$ cat src/rtl/fpm_pkg.sv
// Constants, types and register map of the flash partition map.
// Assumes a single 50 MHz clock and a synchronous active-low reset.
//
// Overview of operation
// - 24-bit word read as even/odd half-words.
// - 23-bit program counter, bit zero always zero.
// - sequential fetch adds two to counter.
// - table address is page over 16-bit word.
// - paged view is page over 15 bits.
// - mode field 11 single, 10/01/00 dual variants.
// - boot mode word never rewritten at run time.
// - single mode maps one range from zero.
// - dual mode halves at zero and 400000h.
// - dual boundaries are half of single ones.
// - initialisation maps partitions by sequence signature.
// - fetch only from active; inactive readable, writable.
// - inactive-region writes never stall the core.
// - software swap of partitions without reset.
// - plain dual mode adds no restriction.
// - protected mode blocks inactive partition 1 writes.
// - protected plus write-protect blocks partition 1 always.
// - privileged mode locks boot segment limit bits.
// - vector area ends 000100h or 000200h.
// - lower valid sequence wins, else partition 1.
// - sequence valid when upper field complements lower.
// - status bit shows partition 2 active.
`default_nettype none

package fpm_pkg;
	// ------------------------------------------------------------
	// register map (byte addresses)
	// ------------------------------------------------------------
	localparam logic [7:0] REG_CTRL = 8'h00;
	localparam logic [7:0] REG_STATUS = 8'h04;
	localparam logic [7:0] REG_TABLE_PAGE = 8'h08;
	localparam logic [7:0] REG_VIEW_PAGE = 8'h0C;
	localparam logic [7:0] REG_PC = 8'h10;
	localparam int CTRL_SWAP_BIT = 0;
	localparam int ST_P2_ACTIVE_BIT = 0;
	localparam int ST_MODE_LSB = 1;
	localparam int ST_SOFT_SWAP_BIT = 3;
	localparam int ST_BLOCKED_BIT = 4;
	localparam int ST_CFG_REJECT_BIT = 5;
	localparam logic [7:0] PAGE_RESET = 8'h00;
	localparam logic [22:0] PC_RESET = 23'h000000;
	// ------------------------------------------------------------
	// address map
	// ------------------------------------------------------------
	localparam logic [23:0] INACTIVE_BASE = 24'h400000;
	localparam logic [23:0] CONFIG_BASE = 24'h800000;
	localparam logic [23:0] VECTOR_END_CORE = 24'h000100;
	localparam logic [23:0] VECTOR_END_DSP = 24'h000200;
	localparam logic [23:0] FLASH_TOP_DEFAULT = 24'h02B000;
	// ------------------------------------------------------------
	// types
	// ------------------------------------------------------------
	typedef enum logic [1:0] {
		MODE_PRIVILEGED,
		MODE_PROTECTED,
		MODE_DUAL,
		MODE_SINGLE
	} fpm_mode_e;
	typedef enum logic [1:0] {
		RG_ACTIVE,
		RG_INACTIVE,
		RG_CONFIG,
		RG_UNIMPL
	} fpm_region_e;
	typedef enum logic [1:0] {
		CFG_BOOT_MODE_WORD,
		CFG_BOOT_SEG_LIMIT,
		CFG_OTHER
	} fpm_cfg_target_e;
	typedef struct packed {
		logic valid;
		logic erase;
		logic [23:0] addr;
	} fpm_nvm_req_s;
	typedef struct packed {
		logic fault;
		logic phys_p2;
		logic config_space;
		logic [22:0] offset;
	} fpm_map_s;
endpackage : fpm_pkg

`default_nettype wire

$ cat src/rtl/fpm_top.sv
// Flash partition map: address formation, partition mapping and protection.
// Assumes an AHB-Lite master with this as its only slave, synchronous inputs.
//
// Design decisions made here: register access over AHB-Lite and the register offsets.
`default_nettype none

module fpm_top #(
	parameter logic [23:0] FLASH_TOP = fpm_pkg::FLASH_TOP_DEFAULT,
	parameter bit DSP_VARIANT = 1'b1
) (
	input wire logic clock_in,
	input wire logic rstn_in,
	// configuration words, stable from reset
	input wire logic [1:0] partition_mode_field_in,
	input wire logic [23:0] p1_sequence_word_in,
	input wire logic [23:0] p2_sequence_word_in,
	input wire logic p1_write_protect_in,
	// core fetch
	input wire logic pc_advance_in,
	input wire logic pc_load_in,
	input wire logic [22:0] pc_target_in,
	// table and paged view accesses
	input wire logic table_req_in,
	input wire logic [15:0] table_w_in,
	input wire logic [23:0] flash_word_in,
	input wire logic view_req_in,
	input wire logic [15:0] view_w_in,
	// flash programming controller
	input wire fpm_pkg::fpm_nvm_req_s nvm_req_in,
	input wire logic nvm_busy_in,
	input wire logic cfg_wr_in,
	input wire fpm_pkg::fpm_cfg_target_e cfg_target_in,
	// AHB-Lite slave
	input wire logic hsel_in,
	input wire logic [31:0] haddr_in,
	input wire logic [1:0] htrans_in,
	input wire logic hwrite_in,
	input wire logic [2:0] hsize_in,
	input wire logic [31:0] hwdata_in,
	input wire logic hready_in,
	output logic [31:0] hrdata_out,
	output logic hreadyout_out,
	output logic hresp_out,
	// results
	output logic [22:0] pc_out,
	output fpm_pkg::fpm_map_s fetch_map_out,
	output logic [23:0] table_ea_out,
	output fpm_pkg::fpm_map_s table_map_out,
	output logic [15:0] table_rdata_out,
	output logic [22:0] view_ea_out,
	output logic nvm_grant_out,
	output logic nvm_block_out,
	output logic nvm_phys_p2_out,
	output logic cpu_stall_out,
	output logic cfg_ack_out,
	output logic cfg_reject_out,
	output logic [23:0] vector_end_out,
	output logic second_partition_active_flag_out,
	output fpm_pkg::fpm_mode_e mode_out,
	output logic init_done_out
);
	// ------------------------------------------------------------
	// initialisation state
	// ------------------------------------------------------------
	typedef enum logic {
		ST_INIT,
		ST_RUN
	} fpm_state_e;

	fpm_state_e state;
	fpm_pkg::fpm_mode_e mode;
	logic p2_active;
	logic soft_swapped;
	logic [7:0] table_page_reg;
	logic [7:0] program_view_page_reg;
	logic blocked_sticky;
	logic cfg_reject_sticky;
	logic dual;
	logic [23:0] part_top;
	logic p1_seq_valid;
	logic p2_seq_valid;
	logic boot_p2;
	logic [22:0] next_pc;
	logic [23:0] next_table_ea;
	fpm_pkg::fpm_map_s next_fetch_map;
	fpm_pkg::fpm_map_s next_table_map;
	fpm_pkg::fpm_map_s nvm_map;
	logic nvm_blocked;
	logic swap_req;
	logic blocked_set;
	logic cfg_reject_set;
	logic ahb_wr_pend;
	logic ahb_rd_pend;
	logic [7:0] ahb_addr;
	logic ahb_accept;
	logic [31:0] rd_value;

	assign dual = (mode != fpm_pkg::MODE_SINGLE);
	assign part_top = dual ? (FLASH_TOP >> 1) : FLASH_TOP;

	// region decode shared by fetch, table and programming paths
	function automatic fpm_pkg::fpm_map_s map_addr(input logic [23:0] addr, input logic is_dual,
			input logic [23:0] top, input logic act_p2);
		fpm_pkg::fpm_map_s m;
		m = '0;
		m.offset = addr[22:0];
		if (addr >= fpm_pkg::CONFIG_BASE) begin
			m.config_space = 1'b1;
		end else if (!is_dual) begin
			m.fault = (addr >= top);
			m.phys_p2 = 1'b0;
		end else if (addr < fpm_pkg::INACTIVE_BASE) begin
			m.fault = (addr >= top);
			m.phys_p2 = act_p2;
		end else begin
			m.fault = ((addr - fpm_pkg::INACTIVE_BASE) >= top);
			m.phys_p2 = ~act_p2;
			m.offset = {1'b0, addr[21:0]};
		end
		return m;
	endfunction : map_addr

	assign p1_seq_valid = (p1_sequence_word_in[23:12] == ~p1_sequence_word_in[11:0]);
	assign p2_seq_valid = (p2_sequence_word_in[23:12] == ~p2_sequence_word_in[11:0]);
	assign boot_p2 = p2_seq_valid && (!p1_seq_valid || (p2_sequence_word_in[11:0] < p1_sequence_word_in[11:0]));

	always_ff @(posedge clock_in) begin
		if (!rstn_in) begin
			state <= ST_INIT;
		end else begin
			case (state)
				ST_INIT: state <= ST_RUN;
				ST_RUN: state <= ST_RUN;
				default: state <= ST_INIT;
			endcase
		end
	end

	always_ff @(posedge clock_in) begin
		if (!rstn_in) begin
			mode <= fpm_pkg::MODE_SINGLE;
		end else if (state == ST_INIT) begin
			mode <= fpm_pkg::fpm_mode_e'(partition_mode_field_in);
		end
	end

	// ------------------------------------------------------------
	// active partition selection
	// ------------------------------------------------------------
	assign swap_req = ahb_wr_pend && (ahb_addr == fpm_pkg::REG_CTRL) && hwdata_in[fpm_pkg::CTRL_SWAP_BIT];

	always_ff @(posedge clock_in) begin
		if (!rstn_in) begin
			p2_active <= 1'b0;
			soft_swapped <= 1'b0;
		end else if (state == ST_INIT) begin
			p2_active <= (partition_mode_field_in != 2'b11) && boot_p2;
			soft_swapped <= 1'b0;
		end else if (swap_req && dual) begin
			// run-time swap, single mode ignores it
			p2_active <= ~p2_active;
			soft_swapped <= 1'b1;
		end
	end

	// ------------------------------------------------------------
	// program counter and fetch
	// ------------------------------------------------------------
	always_comb begin
		next_pc = pc_out;
		if (pc_load_in) begin
			next_pc = {pc_target_in[22:1], 1'b0};
		end else if (pc_advance_in) begin
			next_pc = {pc_out[22:1] + 22'h000001, 1'b0};
		end
	end

	always_comb begin
		next_fetch_map = map_addr({1'b0, next_pc}, dual, part_top, p2_active);
		if (dual && next_pc[22]) begin
			next_fetch_map.fault = 1'b1;
		end
	end

	always_ff @(posedge clock_in) begin
		if (!rstn_in) begin
			pc_out <= fpm_pkg::PC_RESET;
			fetch_map_out <= '0;
		end else if (state == ST_RUN) begin
			pc_out <= next_pc;
			fetch_map_out <= next_fetch_map;
		end
	end

	// ------------------------------------------------------------
	// table and paged view addressing
	// ------------------------------------------------------------
	// page over working register
	assign next_table_ea = {table_page_reg, table_w_in};
	assign next_table_map = map_addr(next_table_ea, dual, part_top, p2_active);

	always_ff @(posedge clock_in) begin
		if (!rstn_in) begin
			table_ea_out <= '0;
			table_map_out <= '0;
			table_rdata_out <= '0;
			view_ea_out <= '0;
		end else begin
			if (table_req_in) begin
				table_ea_out <= next_table_ea;
				table_map_out <= next_table_map;
			end
			// odd address gives upper byte, top byte zero
			table_rdata_out <= table_ea_out[0] ? {8'h00, flash_word_in[23:16]} : flash_word_in[15:0];
			if (view_req_in) begin
				view_ea_out <= {program_view_page_reg, view_w_in[14:0]};
			end
		end
	end

	// ------------------------------------------------------------
	// write and erase protection
	// ------------------------------------------------------------
	assign nvm_map = map_addr(nvm_req_in.addr, dual, part_top, p2_active);

	always_comb begin
		nvm_blocked = nvm_map.fault || nvm_map.config_space;
		// plain dual mode adds nothing here
		if (mode == fpm_pkg::MODE_PROTECTED && !nvm_map.phys_p2 && !nvm_map.config_space) begin
			if (nvm_req_in.addr >= fpm_pkg::INACTIVE_BASE) begin
				nvm_blocked = 1'b1;
			end
			// write-protected partition 1 in any region
			if (p1_write_protect_in) begin
				nvm_blocked = 1'b1;
			end
		end
	end

	always_ff @(posedge clock_in) begin
		if (!rstn_in) begin
			nvm_grant_out <= 1'b0;
			nvm_block_out <= 1'b0;
			nvm_phys_p2_out <= 1'b0;
		end else begin
			// blocked request never granted to the array
			nvm_grant_out <= nvm_req_in.valid && !nvm_blocked && (state == ST_RUN);
			nvm_block_out <= nvm_req_in.valid && nvm_blocked;
			if (nvm_req_in.valid) begin
				nvm_phys_p2_out <= nvm_map.phys_p2;
			end
		end
	end

	// only a busy controller in single mode holds the core; dual mode never stalls
	always_ff @(posedge clock_in) begin
		if (!rstn_in) begin
			cpu_stall_out <= 1'b0;
		end else begin
			cpu_stall_out <= nvm_busy_in && !dual;
		end
	end

	always_ff @(posedge clock_in) begin
		if (!rstn_in) begin
			cfg_ack_out <= 1'b0;
			cfg_reject_out <= 1'b0;
		end else begin
			cfg_ack_out <= cfg_wr_in && !cfg_reject_set;
			cfg_reject_out <= cfg_reject_set;
		end
	end

	always_comb begin
		cfg_reject_set = 1'b0;
		if (cfg_wr_in) begin
			// boot mode word fixed at run time
			if (cfg_target_in == fpm_pkg::CFG_BOOT_MODE_WORD) begin
				cfg_reject_set = 1'b1;
			end
			if (cfg_target_in == fpm_pkg::CFG_BOOT_SEG_LIMIT && mode == fpm_pkg::MODE_PRIVILEGED) begin
				cfg_reject_set = 1'b1;
			end
		end
	end

	assign blocked_set = nvm_req_in.valid && nvm_blocked;

	// sticky flags: a new event beats a same-cycle clear
	always_ff @(posedge clock_in) begin
		if (!rstn_in) begin
			blocked_sticky <= 1'b0;
			cfg_reject_sticky <= 1'b0;
		end else begin
			if (blocked_set) begin
				blocked_sticky <= 1'b1;
			end else if (ahb_wr_pend && ahb_addr == fpm_pkg::REG_STATUS && hwdata_in[fpm_pkg::ST_BLOCKED_BIT]) begin
				blocked_sticky <= 1'b0;
			end
			if (cfg_reject_set) begin
				cfg_reject_sticky <= 1'b1;
			end else if (ahb_wr_pend && ahb_addr == fpm_pkg::REG_STATUS
					&& hwdata_in[fpm_pkg::ST_CFG_REJECT_BIT]) begin
				cfg_reject_sticky <= 1'b0;
			end
		end
	end

	// ------------------------------------------------------------
	// status outputs
	// ------------------------------------------------------------
	always_ff @(posedge clock_in) begin
		if (!rstn_in) begin
			vector_end_out <= '0;
			second_partition_active_flag_out <= 1'b0;
			mode_out <= fpm_pkg::MODE_SINGLE;
			init_done_out <= 1'b0;
		end else begin
			vector_end_out <= DSP_VARIANT ? fpm_pkg::VECTOR_END_DSP : fpm_pkg::VECTOR_END_CORE;
			second_partition_active_flag_out <= p2_active;
			mode_out <= mode;
			init_done_out <= (state == ST_RUN);
		end
	end

	// ------------------------------------------------------------
	// AHB-Lite slave
	// ------------------------------------------------------------
	// reads take one wait state so that hrdata comes from a flop
	assign ahb_accept = hsel_in && htrans_in[1] && hready_in;

	always_ff @(posedge clock_in) begin
		if (!rstn_in) begin
			ahb_wr_pend <= 1'b0;
			ahb_rd_pend <= 1'b0;
			ahb_addr <= '0;
		end else begin
			ahb_wr_pend <= ahb_accept && hwrite_in;
			ahb_rd_pend <= ahb_accept && !hwrite_in;
			if (ahb_accept) begin
				ahb_addr <= {haddr_in[7:2], 2'b00};
			end
		end
	end

	always_ff @(posedge clock_in) begin
		if (!rstn_in) begin
			table_page_reg <= fpm_pkg::PAGE_RESET;
			program_view_page_reg <= fpm_pkg::PAGE_RESET;
		end else if (ahb_wr_pend) begin
			if (ahb_addr == fpm_pkg::REG_TABLE_PAGE) begin
				table_page_reg <= hwdata_in[7:0];
			end
			if (ahb_addr == fpm_pkg::REG_VIEW_PAGE) begin
				program_view_page_reg <= hwdata_in[7:0];
			end
		end
	end

	always_comb begin
		rd_value = 32'h00000000;
		case (ahb_addr)
			fpm_pkg::REG_STATUS: begin
				rd_value[fpm_pkg::ST_P2_ACTIVE_BIT] = p2_active;
				rd_value[fpm_pkg::ST_MODE_LSB +: 2] = mode;
				rd_value[fpm_pkg::ST_SOFT_SWAP_BIT] = soft_swapped;
				rd_value[fpm_pkg::ST_BLOCKED_BIT] = blocked_sticky;
				rd_value[fpm_pkg::ST_CFG_REJECT_BIT] = cfg_reject_sticky;
			end
			fpm_pkg::REG_TABLE_PAGE: rd_value[7:0] = table_page_reg;
			fpm_pkg::REG_VIEW_PAGE: rd_value[7:0] = program_view_page_reg;
			fpm_pkg::REG_PC: rd_value[22:0] = pc_out;
			default: rd_value = 32'h00000000;
		endcase
	end

	always_ff @(posedge clock_in) begin
		if (!rstn_in) begin
			hrdata_out <= 32'h00000000;
			hreadyout_out <= 1'b1;
			hresp_out <= 1'b0;
		end else begin
			hresp_out <= 1'b0;
			if (ahb_accept && !hwrite_in) begin
				hreadyout_out <= 1'b0;
			end else begin
				hreadyout_out <= 1'b1;
			end
			if (ahb_rd_pend) begin
				hrdata_out <= rd_value;
			end
		end
	end

	logic unused_ok;
	assign unused_ok = ^{hsize_in, haddr_in[31:8], haddr_in[1:0], nvm_req_in.erase, hwdata_in[31:8]};
endmodule : fpm_top

`default_nettype wire

$ cat config.mk
export PLATFORM = sky130hd
export DESIGN_NAME = fpm_top
export DESIGN_NICKNAME = d
export VERILOG_FILES = /design/src/rtl/fpm_pkg.sv /design/src/rtl/fpm_top.sv
export SDC_FILE = /design/constraint.sdc
export NUM_CORES = 1
export LEC_CHECK = 0
export ABC_AREA = 0
export CAP_MARGIN = 20
export CORE_AREA = 2 2 172 174
export CTS_BUF_LIST = sky130_fd_sc_hd__clkbuf_16
export DETAILED_ROUTE_END_ITERATION = 6
export DIE_AREA = 0 0 174 176
export DONT_BUFFER_PORTS = 1
export GPL_TIMING_DRIVEN = 0
export PLACE_DENSITY = 0.5
export SYNTH_ARGS = -nofsm -noshare
export SYNTH_HDL_FRONTEND = slang
export SYNTH_SLANG_ARGS = --single-unit
export TNS_END_PERCENT = 100
$ cat constraint.sdc
create_clock -name clock_in -period 5.9 [get_ports clock_in]
set_clock_uncertainty 0.15 [all_clocks]
set_input_delay 0.885 -clock clock_in [delete_from_list [all_inputs] [get_ports clock_in]]
set_output_delay 0.885 -clock clock_in [all_outputs]
set_load 0.05 [all_outputs]
==> results of run 1 <==
-- path summary, 6_finish.rpt --
| path | slack (ns) | cells after the start | end |
|---|---|---|---|
| worst max-delay path | 0.76 | 14 | fetch_map_out[25] |
| worst max register to register | 1.15 | 12 | fetch_map_out[25] |
| worst min-delay path | 0.31 | 0 | vector_end_out[9] |
| worst min register to register | 0.32 | 2 | ahb_addr[7] |
-- stage by stage --
step / setup WS, ns / instances / hold slack (ns) / cell area (sq um)
2_1_floorplan: 1.59 / 1006 / 0.286 / 8440
3_3_place_gp: 0.533 / 1390 / 0.302 / 8920
3_5_place_dp: 0.466 / 1390 / 0.310 / 8920
4_1_cts: 0.917 / 1422 / 0.290 / 9460
5_1_grt: 0.601 / 1422 / 0.296 / 9460
6_report: 0.760 / 1422 / 0.311 / 9460
-- power groups by stage --
stage          logic [uW]  clock network (uW)  registers, uW
6_report              369                1040           1250
5_1_grt               401                1110           1260
4_1_cts               371                1070           1260
3_5_place_dp          370                   0           1280
3_3_place_gp          368                   0           1280
2_1_floorplan         306                   0           1260
-- layout make-up --
cell class / instances / area share [%]
plain buffers: 131 / 8.51
clock buffers: 17 / 4.50
inverters: 31 / 1.23
well taps: 384 / 5.08
clock inverters: 15 / 1.16
flip-flops and latches: 158 / 33.4
multi-input cells: 686 / 46.1
-- cell usage after synthesis (26+ instances only) --
| cell | number |
|---|---|
| o21ai_0 | 28 |
| nand3_1 | 31 |
| buf_4 | 80 |
| ha_1 | 26 |
| xnor2_1 | 29 |
| a21oi_1 | 45 |
| dfxtp_1 | 158 |
| mux2i_1 | 88 |
| inv_1 | 27 |
| clkbuf_1 | 38 |
| nor2_1 | 128 |
| nand2_1 | 75 |
-- metal layers --
layer  track usage (%)  wire (microns)  vias up
li1                  -               -     3355
met1              23.3           12500     3208
met2              32.9           14500      364
met3              4.82            2330       25
met4              5.32             435        0
met5                 0               0        -
-- worst max-delay path, stage by stage --
cell	delay, ns
buf_4	0.13
clkbuf_1	0.39
clkbuf_1	0.46
clkbuf_1	0.47
buf_1	0.53
a21oi_1	0.24
ha_1	0.34
nand3b_1	0.06
or4_1	0.39
a2111o_1	0.36
o41ai_2	0.39
a2111oi_1	0.17
o311ai_1	0.35
o211a_1	0.20
-- logic make-up after synthesis --
group	after synthesis
simple gates	345
buf+inv	162
flops	158
compound gates	143
mux	94
xor+xnor	42
fa+ha+maj	28
other cells	1
==> results.cfg, run 1 <==
[outcome]
outcome = finished clean

[power_and_ir_drop]
clkPwrFrac_pct = 39.0
p_per_area_nw_per_um2 = 281
switching_power_uw = 864
pwr-share-seq_pct = 47.1
power_uw = 2660
p_leak_uw = 0.00396
p_sw_share_pct = 32.5
ir_drop_v = 0.000189
combPwrFrac_pct = 13.9
intPower_uw = 1800

[setup_path]
cp.arrival_ns = 5.38
critPathLaunchType = input pin
startpoint = pc_load_in
crit_type = in2reg
required_ns = 6.14
crit_fanout = 10
worst_setup_path_end_kind = register
reg2reg_from = mode[0]

[global_route]
grt_first_pass_wirelength_mm = 43.1
grt_antenna_before_repair = 1
overflow = 0
grt_start_max_net_pins = 17
gr-usage-all-layers_pct = 19.0
grt_pass1_vias = 6806

[clock_network]
max-clock-path-buffers = 2
htree_levels = 4
cts_inserted_buffers = 17
hold_buffers = 0
clock_sinks = 158
cts_tree = done
postCtsSetupBuffers = 0
clk_pin_slew_ns = 0.07
cts-root-buf = clkbuf_16
clk_latency_ns = 0.44
cts_repair_resize_count = 0

[synthesis]
synth_top_family_by_area = simple AND/OR/NAND/NOR gates
synth_compound_gate_area_share_pct = 11.0
synthSimpleGateAreaFrac_pct = 19.9
async_flop_share_pct = 0
yosys.area.top_type_share_pct = 38.0
avgSynthCellArea_sq_um = 8.55
postSynthCellCount = 973
synth.area.mux_share_pct = 11.4
synthXorXnorAreaFrac_pct = 4.42
synth_cell_types = 65
ys_seq_area_share_pct = 38.0
synth_edf_count = 0
netlist_area_sq_um = 8320
synth.area.top_cells = dfxtp_1 (38%), mux2i_1 (11%), buf_4 (7.2%)
synth_adder_area_share_pct = 4.15
ys_ff_latch = 158
yosys.area.top_type = dfxtp_1
synth-main-ff-cell = dfxtp_1
ys_warn_count = 0

[floorplanning]
ios = 444
die_h_microns = 176
fp-row-count = 62
die_area_sq_um = 30600
coreArea_sq_um = 28500
die_width_microns = 174
initial_core_util_pct = 29.1

[final_layout]
final_cell_mix = dfxtp_1 (158), nor2_1 (128), mux2i_1 (88)
final_common_cell = dfxtp_1
largest_register_ffs = 24
finish.utilization_pct = 33.1
multi_input_area_sq_um = 4360
area_growth_pct = 13.7
drive_above_1_share_pct = 12.2
diodes = 0
final-seq-area_sq_um = 3160
nets = 1289
largest-register = table_ea_out
nFillCells = 3053

[sta]
slew_violations = 0
setup_tns_ns = 0
rsz0062_at_grt = no
relSlewSlack_pct = 24.7
fin_crit_sh_pct = 87.1
hold_violations = 0
period_needed_ns = 5.14
max_freq_mhz = 195
setup_violations = 0
worst_pin_slew_ns = 1.13

[drt]
drt-wirelength-per-cell_microns = 21.0
viasPerCell = 4.89
dr.first_iter.drc_count = 428
ant_nets = 0
drc_errors = 0
first_pass_iters = 5
dr_total_vias = 6952
wl_mm = 29.8

[placement]
io_buffers = 0
place_congestion = 0.864
hpwl_mm = 23.5

[run]
drv_cap = 0

[hold_path]
hp-class = in2reg
hp-start = rstn_in
Note: power is estimated with default switching activity, not from simulation.
==> run 2: changes to the inputs <==
--- a/config.mk
+++ b/config.mk
@@ -7,13 +7,13 @@
 export LEC_CHECK = 0
 export ABC_AREA = 0
 export CAP_MARGIN = 20
-export CORE_AREA = 2 2 172 174
+export CORE_AREA = 2 2 174 176
 export CTS_BUF_LIST = sky130_fd_sc_hd__clkbuf_16
 export DETAILED_ROUTE_END_ITERATION = 6
-export DIE_AREA = 0 0 174 176
+export DIE_AREA = 0 0 176 178
 export DONT_BUFFER_PORTS = 1
 export GPL_TIMING_DRIVEN = 0
-export PLACE_DENSITY = 0.5
+export PLACE_DENSITY = 0.44
 export SYNTH_ARGS = -nofsm -noshare
 export SYNTH_HDL_FRONTEND = slang
 export SYNTH_SLANG_ARGS = --single-unit
==> constraint.sdc (replaced) <==
create_clock -name clock_in -period 4.5 [get_ports clock_in]
set_clock_uncertainty 0.15 [all_clocks]
set_input_delay 0.675 -clock clock_in [delete_from_list [all_inputs] [get_ports clock_in]]
set_output_delay 0.675 -clock clock_in [all_outputs]
set_load 0.05 [all_outputs]
==> results.cfg, run 2 (synthesis results as in run 1) <==
[outcome]
outcome = finished clean

[sta]
final.setup.worst_slack_ns = 0.247
fin_crit_sh_pct = 94.5
slew_violations = 0
hold_violations = 0
max_freq_mhz = 235
relSlewSlack_pct = 29.3
setup_violations = 0
setup_tns_ns = 0
period_needed_ns = 4.25
rsz0062_at_grt = no
worst_pin_slew_ns = 1.06

[global_route]
grt_start_max_net_pins = 17
grt_pass1_vias = 6836
overflow = 0
grt_first_pass_wirelength_mm = 43.2
gr-usage-all-layers_pct = 18.7
grt_antenna_before_repair = 1

[final_layout]
final_common_cell = dfxtp_1
drive_above_1_share_pct = 13.1
largest-register = table_ea_out
diodes = 0
final_cell_mix = dfxtp_1 (155), nor2_1 (128), mux2i_1 (88)
nets = 1289
largest_register_ffs = 24
final_cells = 1426
area_growth_pct = 14.7
finish.utilization_pct = 32.4

[floorplanning]
fp-row-count = 63
die_area_sq_um = 31300
die_h_microns = 178
initial_core_util_pct = 28.3
die_width_microns = 176
ios = 444
coreArea_sq_um = 29400

[hold_path]
whs_endpoint = vector_end_out[9]
hp-class = in2reg
holdPathStages = 0
hp-start = rstn_in

[setup_path]
required_ns = 4.72
crit_fanout = 10
crit_slowest_cell = or4_1
critPathLaunchType = input pin
slowest_delay_ns = 0.41
critical_path.most_common_cell = clkbuf_2
reg2reg_to = fetch_map_out[25]
reg2reg_depth = 13
path_buf_inv = 5
r2r_slack_ns = 0.27
cp.arrival_ns = 4.48
cp_top_family = compound AO/OA/AOI/OAI gates
worst_setup_path_end_kind = register
reg2reg_from = pc_out[6]
crit_chain = buf_4 > clkbuf_1 > clkbuf_2 > clkbuf_2 > buf_2 > a21oi_1 > ha_1 > nand3b_1 > or4_1 > a2111o_1 > o41ai_2 > a2111oi_1 > o311ai_1 > o211a_1
crit_type = in2reg

[drt]
ant_nets = 0
first_pass_iters = 5
dr_total_vias = 6933
wl_mm = 29.6
viasPerCell = 4.86
drt-wirelength-per-cell_microns = 20.8
dr.first_iter.drc_count = 310
drc_errors = 0

[clock_network]
cts_inserted_buffers = 17
postCtsSetupBuffers = 0
hold_buffers = 0
htree_levels = 4
clock_sinks = 158
cts_tree = done
cts-root-buf = clkbuf_16
max-clock-path-buffers = 2
clk_pin_slew_ns = 0.06
clk_latency_ns = 0.43

[run]
drv_cap = 0

[placement]
io_buffers = 0
place_congestion = 0.832
hpwl_mm = 23.5
post-place-cells = 1396
place_ws_ns = -0.745

[power_and_ir_drop]
p_per_area_nw_per_um2 = 381
p_leak_uw = 0.00399
ir_drop_v = 0.000245
-- run 2: changes by cell type in the layout (fill, tap and decap cells not counted), sizes merged --
cell | before | now
clkinv | 9 | 8
bufinv | 1 | 4
clkinvlp | 2 | 1
inv | 34 | 31
-- run 2: worst register-to-register path, stage by stage, from the launching register on --
cell       delay, ns
dfxtp_1         0.90
nand4_2         0.33
nor3_1          0.33
xnor2_1         0.15
nor2_1          0.05
a21oi_1         0.23
ha_1            0.18
nand3b_1        0.07
or4_1           0.41
a2111o_1        0.37
o41ai_2         0.37
a2111oi_1       0.17
o311ai_1        0.30
o211a_1         0.18
-- run 2: stage by stage --
step	power, uW	cell area [sq um]	hold slack, ns
floorplan	2050	8440	0.286
global placement	2160	8930	0.309
detailed placement	2160	8930	0.310
CTS	3680	9530	0.0998
global route	3790	9540	0.0910
finish	3640	9540	0.119
-- run 2: per-layer routing --
metal	track usage [%]	up-vias	wire length [microns]
met5	0	-	0
met4	5.58	0	498
met3	5.33	24	2520
met2	32.4	349	14300
met1	22.6	3193	12300
li1	-	3367	-
-- run 2: area by class of cell --
class	instances	area (sq um)
Fill cell	3118	19900
Multi-Input combinational cell	686	4360
Sequential cell	158	3170
Buffer	130	805
Tap cell	390	488
Clock buffer	17	425
Clock inverter	13	173
Inverter	31	116
Timing Repair Buffer	1	7.51
-- run 2: power by group --
group	internal [uW]	total [uW]	switching, uW	leakage, uW
sequential	1450	1640	197	0.00129
clock	916	1510	594	0.000294
combinational	164	483	319	0.00241
-- run 2: worst max path at each step --
| stage | start | endpoint | slack (ns) | depth (start not counted) |
|---|---|---|---|---|
| floorplan | pc_load_in | fetch_map_out[25] | 0.40 | 14 |
| global placement | pc_load_in | fetch_map_out[25] | -0.77 | 14 |
| detailed placement | pc_load_in | fetch_map_out[25] | -0.75 | 14 |
| CTS | pc_out[2] | fetch_map_out[25] | 0.07 | 14 |
| global route | pc_load_in | fetch_map_out[25] | 0.07 | 14 |
| finish | pc_load_in | fetch_map_out[25] | 0.25 | 14 |
-- run 2: what timing repair did --
action	4_1_cts	5_1_grt
gates resized for setup	3	5
cloned	0	0
endpoints found under the setup margin	1	1
